==> config.mk <==
export PLATFORM = sky130hd
export DESIGN_NAME = spu_stack_pointer_unit
export DESIGN_NICKNAME = d
export VERILOG_FILES = /design/src/hdl/spu_pkg.sv /design/src/hdl/spu_irq_gate.sv /design/src/hdl/spu_ptr_calc.sv /design/src/hdl/spu_stack_pointer_unit.sv
export SDC_FILE = /design/constraint.sdc
export NUM_CORES = 1
export LEC_CHECK = 0
export BUFFER_PORTS_ARGS = -buffer_cell sky130_fd_sc_hd__clkbuf_2
export CAP_MARGIN = 10
export CORE_MARGIN = 4
export CORE_UTILIZATION = 54
export DETAILED_ROUTE_END_ITERATION = 10
export HOLD_SLACK_MARGIN = 0.12
export PLACE_DENSITY = 0.86
export RECOVER_POWER = 100
export SYNTH_ARGS = -nofsm -noshare
export SYNTH_HDL_FRONTEND = slang
export SYNTH_SLANG_ARGS = --single-unit
==> constraint.sdc <==
create_clock -name sys_clk -period 3.1 [get_ports sys_clk]
set_input_delay 0.62 -clock sys_clk [delete_from_list [all_inputs] [get_ports sys_clk]]
set_output_delay 0.62 -clock sys_clk [all_outputs]
set_load 0.005 [all_outputs]
==> src/hdl/spu_pkg.sv <==
package spu_pkg;

	// data space width and top of data memory
	localparam int SPU_ADDR_W = 16;
	localparam logic [15:0] SPU_TOP_OF_DATA_MEMORY = 16'h04ff;
	localparam logic [15:0] SPU_STACK_FLOOR = 16'h0100;

	// register indices on the plain register port
	localparam logic [3:0] SPU_REG_SP_LOW = 4'h0;
	localparam logic [3:0] SPU_REG_SP_HIGH = 4'h1;
	localparam logic [3:0] SPU_REG_X_LOW = 4'h2;
	localparam logic [3:0] SPU_REG_X_HIGH = 4'h3;
	localparam logic [3:0] SPU_REG_Y_LOW = 4'h4;
	localparam logic [3:0] SPU_REG_Y_HIGH = 4'h5;
	localparam logic [3:0] SPU_REG_Z_LOW = 4'h6;
	localparam logic [3:0] SPU_REG_Z_HIGH = 4'h7;
	localparam logic [3:0] SPU_REG_STATUS = 4'h8;

	// status register bit positions
	localparam int SPU_ST_GIE = 0;
	localparam int SPU_ST_ENTRY = 1;
	localparam int SPU_ST_LOW_SP = 2;

	// interrupt entry lasts this many cycles at least
	localparam int SPU_ENTRY_CYCLES = 4;
	localparam logic [2:0] SPU_ENTRY_LAST = 3'h3;

	// stack operations requested by the core
	typedef enum logic [2:0] {
		SPU_OP_NONE,
		SPU_OP_PUSH,
		SPU_OP_POP,
		SPU_OP_CALL,
		SPU_OP_RET,
		SPU_OP_IRET
	} spu_stack_op_t;

	// pointer addressing modes
	typedef enum logic [1:0] {
		SPU_AM_PLAIN,
		SPU_AM_DISP,
		SPU_AM_POSTINC,
		SPU_AM_PREDEC
	} spu_addr_mode_t;

	// pointer request from the core
	typedef struct packed {
		logic valid;
		logic [1:0] sel;
		spu_addr_mode_t mode;
		logic [5:0] disp;
	} spu_ptr_req_t;

	// register port request
	typedef struct packed {
		logic wr;
		logic rd;
		logic [3:0] addr;
		logic [7:0] wdata;
	} spu_reg_req_t;

endpackage

==> src/hdl/spu_irq_gate.sv <==
`timescale 1ns/1ps
`default_nettype none
// global enable with one instruction of delay before interrupts
module spu_irq_gate (
	input wire logic sys_clk,
	input wire logic rst,
	input wire logic set_gie,
	input wire logic clr_gie,
	input wire logic instr_done,
	input wire logic entry_start,
	input wire logic iret_done,
	output logic gie,
	output logic armed
);
	// global enable flag; entry clears it, return sets it
	always_ff @(posedge sys_clk) begin
		if (rst) begin
			gie <= 1'b0;
		end else if (set_gie || iret_done) begin
			gie <= 1'b1;
		end else if (clr_gie || entry_start) begin
			gie <= 1'b0;
		end
	end

	// arm only after the instruction following the enable retires
	always_ff @(posedge sys_clk) begin
		if (rst) begin
			armed <= 1'b0;
		end else if (set_gie || clr_gie || entry_start) begin
			armed <= 1'b0;
		end else if (gie && instr_done) begin
			armed <= 1'b1;
		end
	end
endmodule // spu_irq_gate
`default_nettype wire

==> src/hdl/spu_ptr_calc.sv <==
`timescale 1ns/1ps
`default_nettype none
// address generation for one pointer pair access
module spu_ptr_calc
	import spu_pkg::*;
#(
	parameter int W = SPU_ADDR_W
) (
	input wire logic [W-1:0] ptr,
	input wire spu_addr_mode_t mode,
	input wire logic [5:0] disp,
	output logic [W-1:0] eff_addr,
	output logic [W-1:0] next_ptr
);
	// effective address and written-back pointer
	always_comb begin
		eff_addr = ptr;
		next_ptr = ptr;
		unique case (mode)
			SPU_AM_PLAIN: begin
				eff_addr = ptr;
			end
			SPU_AM_DISP: begin
				eff_addr = ptr + W'(disp);
			end
			SPU_AM_POSTINC: begin
				next_ptr = ptr + W'(1);
			end
			SPU_AM_PREDEC: begin
				next_ptr = ptr - W'(1);
				eff_addr = ptr - W'(1);
			end
		endcase
	end
endmodule // spu_ptr_calc
`default_nettype wire

==> src/hdl/spu_stack_pointer_unit.sv <==
// Local design decisions: the register addresses and the strobed register port.
`timescale 1ns/1ps
`default_nettype none
module spu_stack_pointer_unit
	import spu_pkg::*;
#(
	parameter int SP_BITS = 16, // implemented pointer bits
	parameter logic [15:0] TOP = SPU_TOP_OF_DATA_MEMORY
) (
	input wire logic sys_clk,
	input wire logic rst,
	input wire spu_reg_req_t reg_req,
	output logic [7:0] reg_rdata,
	input wire spu_stack_op_t stack_op,
	input wire spu_ptr_req_t ptr_req,
	input wire logic [7:0] gpr_wdata,
	input wire logic [2:0] gpr_wsel,
	input wire logic gpr_we,
	input wire logic set_gie,
	input wire logic clr_gie,
	input wire logic instr_done,
	input wire logic irq_pending,
	input wire logic interrupt_exit,
	output logic [15:0] stack_pointer,
	output logic [15:0] stack_addr,
	output logic [15:0] ptr_addr,
	output logic ptr_addr_valid,
	output logic irq_take,
	output logic entry_busy,
	output logic gie
);
	////////////////////////////////////////////////////////////////
	// storage
	logic [SP_BITS-1:0] sp; // implemented pointer bits only
	logic [7:0] ptr_reg [6]; // pointer pair bytes, low then high
	logic [2:0] entry_cnt; // cycles spent in interrupt entry
	logic armed; // interrupt may be taken
	logic gie_q; // enable from gate
	logic entry_start; // first cycle of entry
	logic entry_end; // last entry cycle
	logic [15:0] sel_ptr; // chosen pointer pair
	logic [15:0] calc_addr; // address from the calculator
	logic [15:0] calc_next; // written-back pointer value
	logic [15:0] sp_full; // pointer zero-extended
	logic [SP_BITS-1:0] next_sp; // pointer after this cycle

	typedef enum logic {SPU_IDLE, SPU_ENTRY} spu_state_t;
	spu_state_t state;

	// widen the pointer; absent upper bits read as zero
	function automatic logic [15:0] spu_widen(input logic [SP_BITS-1:0] v);
		spu_widen = 16'(v);
	endfunction

	assign sp_full = spu_widen(sp);

	////////////////////////////////////////////////////////////////
	// pointer pairs
	// pick the pair the core addresses
	always_comb begin
		unique case (ptr_req.sel)
			2'h0: sel_ptr = {ptr_reg[1], ptr_reg[0]};
			2'h1: sel_ptr = {ptr_reg[3], ptr_reg[2]};
			default: sel_ptr = {ptr_reg[5], ptr_reg[4]};
		endcase
	end

	spu_ptr_calc #(
		.W(16)
	) u_calc (
		.ptr(sel_ptr),
		.mode(ptr_req.mode),
		.disp(ptr_req.disp),
		.eff_addr(calc_addr),
		.next_ptr(calc_next)
	);

	// pair bytes: core write, auto update, then software write
	always_ff @(posedge sys_clk) begin
		if (rst) begin
			for (int i = 0; i < 6; i++) begin
				ptr_reg[i] <= 8'h00;
			end
		end else begin
			if (gpr_we && gpr_wsel < 3'h6) begin
				ptr_reg[gpr_wsel] <= gpr_wdata;
			end
			// auto update wins over a core write of the same pair
			if (ptr_req.valid && ptr_req.sel != 2'h3 &&
			    (ptr_req.mode == SPU_AM_POSTINC || ptr_req.mode == SPU_AM_PREDEC)) begin
				ptr_reg[{ptr_req.sel, 1'b0}] <= calc_next[7:0];
				ptr_reg[{ptr_req.sel, 1'b1}] <= calc_next[15:8];
			end
			if (reg_req.wr && reg_req.addr >= SPU_REG_X_LOW &&
			    reg_req.addr <= SPU_REG_Z_HIGH) begin
				ptr_reg[3'(reg_req.addr - SPU_REG_X_LOW)] <= reg_req.wdata;
			end
		end
	end

	// address out to the data space
	always_ff @(posedge sys_clk) begin
		if (rst) begin
			ptr_addr <= 16'h0000;
			ptr_addr_valid <= 1'b0;
		end else begin
			ptr_addr <= calc_addr;
			ptr_addr_valid <= ptr_req.valid && ptr_req.sel != 2'h3;
		end
	end

	////////////////////////////////////////////////////////////////
	// stack pointer
	// movement for each stack operation; entry saves two bytes
	always_comb begin
		next_sp = sp;
		if (entry_start) begin
			next_sp = sp - SP_BITS'(2);
		end else begin
			unique case (stack_op)
				SPU_OP_NONE: next_sp = sp;
				SPU_OP_PUSH: next_sp = sp - SP_BITS'(1);
				SPU_OP_POP: next_sp = sp + SP_BITS'(1);
				SPU_OP_CALL: next_sp = sp - SP_BITS'(2);
				SPU_OP_RET: next_sp = sp + SP_BITS'(2);
				SPU_OP_IRET: next_sp = sp + SP_BITS'(2);
				default: next_sp = sp;
			endcase
		end
		// software bytes replace the pointer for the next operation
		if (reg_req.wr && reg_req.addr == SPU_REG_SP_LOW) begin
			next_sp[7:0] = reg_req.wdata;
		end
		if (reg_req.wr && reg_req.addr == SPU_REG_SP_HIGH && SP_BITS > 8) begin
			next_sp = SP_BITS'({reg_req.wdata, sp_full[7:0]});
		end
	end

	// stack pointer register, starting at the top of memory
	always_ff @(posedge sys_clk) begin
		if (rst) begin
			sp <= SP_BITS'(TOP);
		end else begin
			sp <= next_sp;
		end
	end

	// address used by push or entry: pointer is the top, store then move
	always_ff @(posedge sys_clk) begin
		if (rst) begin
			stack_pointer <= TOP;
			stack_addr <= TOP;
		end else begin
			stack_pointer <= spu_widen(next_sp);
			stack_addr <= (stack_op == SPU_OP_POP || stack_op == SPU_OP_RET ||
				stack_op == SPU_OP_IRET) ? sp_full + 16'h0001 : sp_full;
		end
	end

	////////////////////////////////////////////////////////////////
	// interrupts
	spu_irq_gate u_gate (
		.sys_clk(sys_clk),
		.rst(rst),
		.set_gie(set_gie),
		.clr_gie(clr_gie),
		.instr_done(instr_done),
		.entry_start(entry_start),
		.iret_done(interrupt_exit),
		.gie(gie_q),
		.armed(armed)
	);

	assign entry_start = (state == SPU_IDLE) && armed && irq_pending && instr_done;
	assign entry_end = (state == SPU_ENTRY) && (entry_cnt == SPU_ENTRY_LAST);

	// entry sequence: program counter is saved during the four cycles
	always_ff @(posedge sys_clk) begin
		if (rst) begin
			state <= SPU_IDLE;
			entry_cnt <= 3'h0;
		end else begin
			unique case (state)
				SPU_IDLE: begin
					entry_cnt <= 3'h0;
					if (entry_start) begin
						state <= SPU_ENTRY;
					end
				end
				SPU_ENTRY: begin
					entry_cnt <= entry_cnt + 3'h1;
					if (entry_end) begin
						state <= SPU_IDLE;
					end
				end
			endcase
		end
	end

	// core-facing interrupt flags
	always_ff @(posedge sys_clk) begin
		if (rst) begin
			irq_take <= 1'b0;
			entry_busy <= 1'b0;
			gie <= 1'b0;
		end else begin
			irq_take <= entry_start;
			entry_busy <= entry_start || (state == SPU_ENTRY && !entry_end);
			gie <= gie_q;
		end
	end

	////////////////////////////////////////////////////////////////
	// register read port, data one cycle after the strobe
	always_ff @(posedge sys_clk) begin
		if (rst) begin
			reg_rdata <= 8'h00;
		end else if (reg_req.rd) begin
			unique case (reg_req.addr)
				SPU_REG_SP_LOW: reg_rdata <= sp_full[7:0];
				SPU_REG_SP_HIGH: reg_rdata <= sp_full[15:8];
				SPU_REG_X_LOW, SPU_REG_X_HIGH, SPU_REG_Y_LOW, SPU_REG_Y_HIGH,
				SPU_REG_Z_LOW, SPU_REG_Z_HIGH:
					reg_rdata <= ptr_reg[3'(reg_req.addr - SPU_REG_X_LOW)];
				SPU_REG_STATUS: begin
					reg_rdata <= 8'h00;
					reg_rdata[SPU_ST_GIE] <= gie_q;
					reg_rdata[SPU_ST_ENTRY] <= (state == SPU_ENTRY);
					// flags a pointer at or below the floor software must avoid
					reg_rdata[SPU_ST_LOW_SP] <= (sp_full <= SPU_STACK_FLOOR);
				end
				default: reg_rdata <= 8'h00; // unmapped reads zero
			endcase
		end else begin
			reg_rdata <= 8'h00;
		end
	end
endmodule // spu_stack_pointer_unit
`default_nettype wire

==> qor.csv <==
stage,metric,value,unit
worst_setup_path,crit path max-delay cell type,a2111o_1,
worst_setup_path,"Cell Chain, Critical Path","clkbuf_1, mux2i_1, o21a_1, inv_1, ha_1, inv_1, a2111o_1, nor4_4, nand3_1, o22ai_1, xnor2_1, o221ai_1",
detailed_routing,DR WL/cell,22.60,µm
timing,minimum clock period after layout,2.932,ns
worst_setup_path,CP dominant cell by count,inv_1,
detailed_routing,final antenna-violating net count,0,
worst_setup_path,worst reg2reg path depth,11,
detailed_routing,vias per cell,6.735,
clock_tree,CTS buffer count,17,
layout,share of cells above drive strength 1,17.54,%
place,Port Buffers,106,
floorplanning,area of the core,17240,µm²
global_routing,vias in the first global route,9322,
timing,Total Neg Setup Slack,0,ns
clock_tree,Clk Tree Root Cell,clkbuf_16,
global_routing,number of antenna violations at the first check in global routing,0,
layout,Finished Cell Area,11130,µm²
worst_setup_path,WP data arrival,3.08,ns
place,post-DP HPWL,25180,µm
synth,Netlist cell types,87,
timing,max-slew violations,0,
floorplanning,IO Count,107,
timing,RSZ-0062 raised after global routing,no,
synth,Post-synth EDFFs,64,
floorplanning,Row Count,48,
timing,Min Hold Slack,0.3658,ns
place,Placed Cells,1476,
floorplanning,die extent in x,140.4,µm
detailed_routing,residual DRC count,0,
place,RD Place Congestion,1.031,
worst_hold_path,Hold Path End,u_gate.armed,
detailed_routing,WL final,34080,µm
worst_setup_path,nature of the critical path endpoint,flip-flop,
job,Max Cap Viol,0,
synth,post-synthesis average cell area,8.353,µm²
floorplanning,DIE AREA,19720,µm²
run_status,status,"complete, no violations",
floorplanning,Initial Utilization,54.96,%
clock_tree,hold-fix buffers at CTS,0,
clock_tree,clock sink count,130,
timing,Peak Freq,0.3411,GHz
clock_tree,TritonCTS clock tree,yes,
layout,# diodes,0,
global_routing,largest net degree at the start of global routing,38,
worst_setup_path,CP max FO,5,
clock_tree,Post-CTS Setup Bufs,0,
worst_hold_path,Worst Hold Class,in2reg,
worst_setup_path,r2r startpoint,ptr_reg[4][1],
layout,non-filler instance count after layout,1508,
synth,syn nets,1201,
clock_tree,"Reg clk slew, reported paths",0.06,ns
power,peak supply drop,0.4133,mV
worst_hold_path,worst hold path depth,2,
worst_setup_path,Crit Path Category,in2reg,
power,PwrDens,472.2,nW/µm²
clock_tree,Max H-tree Level,4,
synth,mapped cell area,9473,µm²
timing,final hold vios,0,
clock_tree,clk buf depth,2,
clock_tree,Clock Latency Late Sink,0.44,ns
global_routing,first-pass GRT wire length,52360,µm
timing,Clock Skew,0.01193,ns
global_routing,gr usage total,33.83,%
global_routing,total gr overflow,0,
worst_setup_path,Worst Path Required,3.25,ns
worst_setup_path,worst reg2reg path endpoint,ptr_reg[1][4],
synth,Syn Inst Count,1134,
synth,Yosys warnings,0,
power,Pleak,4.214,nW
detailed_routing,routed vias,10160,
place,Placed Instance Area,10710,µm²
worst_setup_path,CP Launch Type,input pin,
timing,slew of the pin with the lowest slew margin,1.149,ns
worst_setup_path,crit-path max cell delay,0.33,ns
timing,endpoints failing setup,0,
timing,fin crit share,94.57,%
layout,final core occ,64.58,%
worst_setup_path,crit path launch,ptr_req[8],
worst_hold_path,Hold Crit Start,set_gie,
layout,Layout Nets,1337,
synth,Seq cells post-synth,130,
layout,Largest register FFs,64,
layout,Synth-to-Final Area Change,17.51,%
synth,ys async rst share,0,%
clock_tree,CTS resizes,0,
detailed_routing,DRT iter0 DRCs,1761,
timing,normalized max-slew margin,23.37,%
detailed_routing,Pre-antenna DRT Iters,7,
synth,Most used DFF post-synth,dfxtp_1,
synth,"Seq/Total Area, Yosys",34.24,%
worst_setup_path,reg2reg setup slack,0.23,ns
floorplanning,Die Ht,140.4,µm
## cell families (layout without fill, tap and decap cells)
family	after synthesis	in the layout	share of synthesized area [%]
DFF	130	130	34.24
xor gates and xnor gates	46	46	4.253
and+or+nand+nor	422	422	21.79
muxes	51	51	7.740
AOI/OAI and AO/OA	349	349	24.44
buffers and inverters	116	265	4.900
adders and majority gates	20	20	2.642
## stage by stage
stage	setup WS, ns	total power, mW
3_5_place_dp	-0.04397	3.300
3_3_place_gp	0.02388	3.277
4_1_cts	0.2799	5.233
2_1_floorplan	0.02187	2.799
5_1_grt	0.05440	5.425
6_report	0.1683	5.257
## area by class of cell
cell class	count	area (µm²)
Fill cell	1480	6105
Multi-Input combinational cell	888	5759
Sequential cell	130	3243
Timing Repair Buffer	208	1190
Clock buffer	19	432.9
Tap cell	225	281.5
Clock inverter	13	131.4
Inverter	25	93.84
## cell usage in the layout (no fill, tap or decap), types with 6 or more instances in the layout
master,netlist,routed
mux4_2,16,16
a21oi_1,75,75
clkbuf_1,73,54
xor2_1,11,11
edfxtp_1,64,64
o211ai_1,9,9
a22oi_1,13,13
and2_1,9,6
o21a_1,21,21
a21o_1,6,6
a221oi_1,8,8
o22ai_1,13,13
a211oi_1,12,12
or3_1,15,15
and3_1,15,15
nor4_1,14,14
a31oi_1,13,13
o221ai_1,27,27
nor3_1,34,34
nand4_1,13,13
nand3_1,27,27
nor2_1,123,123
buf_4,1,73
a32oi_1,6,6
mux2i_1,32,32
inv_1,21,22
ha_1,20,20
o22a_1,9,9
dfxtp_1,66,66
xnor2_1,35,35
o21ai_0,88,89
clkbuf_16,0,17
nand2_1,125,125
clkbuf_2,0,79
nor2b_1,6,6
## worst max-delay path, delay by kind of cell
family	cells	cell delay [ns]
compound gates	4	0.97
xor+xnor	1	0.24
fa+ha+maj	1	0.18
buf+inv	3	0.50
mux	1	0.12
simple gates	2	0.46
## power breakdown
| part | internal [mW] | switching, mW | total [mW] |
|---|---|---|---|
| Sequential | 1.91 | 0.125 | 2.04 |
| Combinational | 0.492 | 0.766 | 1.26 |
| Clock | 1.11 | 0.847 | 1.96 |
| Total | 3.52 | 1.74 | 5.26 |
## cell usage after synthesis, drive strengths merged, types with 16 or more instances
| cell | number | area share, % |
|---|---|---|
| nand2 | 125 | 5.0 |
| nor2 | 123 | 4.9 |
| o21ai | 94 | 5.1 |
| a21oi | 76 | 4.1 |
| clkbuf | 73 | 2.9 |
| dfxtp | 66 | 14 |
| edfxtp | 64 | 20 |
| xnor2 | 35 | 3.2 |
| nor3 | 34 | 1.8 |
| mux2i | 33 | 3.6 |
| nand3 | 28 | 1.5 |
| o221ai | 27 | 2.5 |
| inv | 24 | 0.95 |
| o21a | 22 | 1.8 |
| ha | 20 | 2.6 |
| buf | 18 | 1.0 |
| nor4 | 18 | 1.7 |
| mux4 | 16 | 3.8 |
## metal layers
layer | global-route usage [%] | vias up | part of all wire [%]
li1 | - | 4532 | -
met1 | 46.80 | 4671 | 39
met5 | 0 | - | 0
met3 | 7.614 | 158 | 13
met4 | 16.57 | 0 | 5.6
met2 | 50.05 | 795 | 43
## worst max path at each step
stage | endpoint | depth (start not counted)
after floorplan | ptr_addr[12] | 15
after global placement | ptr_reg[1][6] | 12
after detailed placement | ptr_reg[1][4] | 12
after CTS | ptr_reg[1][4] | 11
after global routing | ptr_addr[13] | 12
final | ptr_reg[1][4] | 12
No activity file was read; power rests on OpenSTA's default activity.
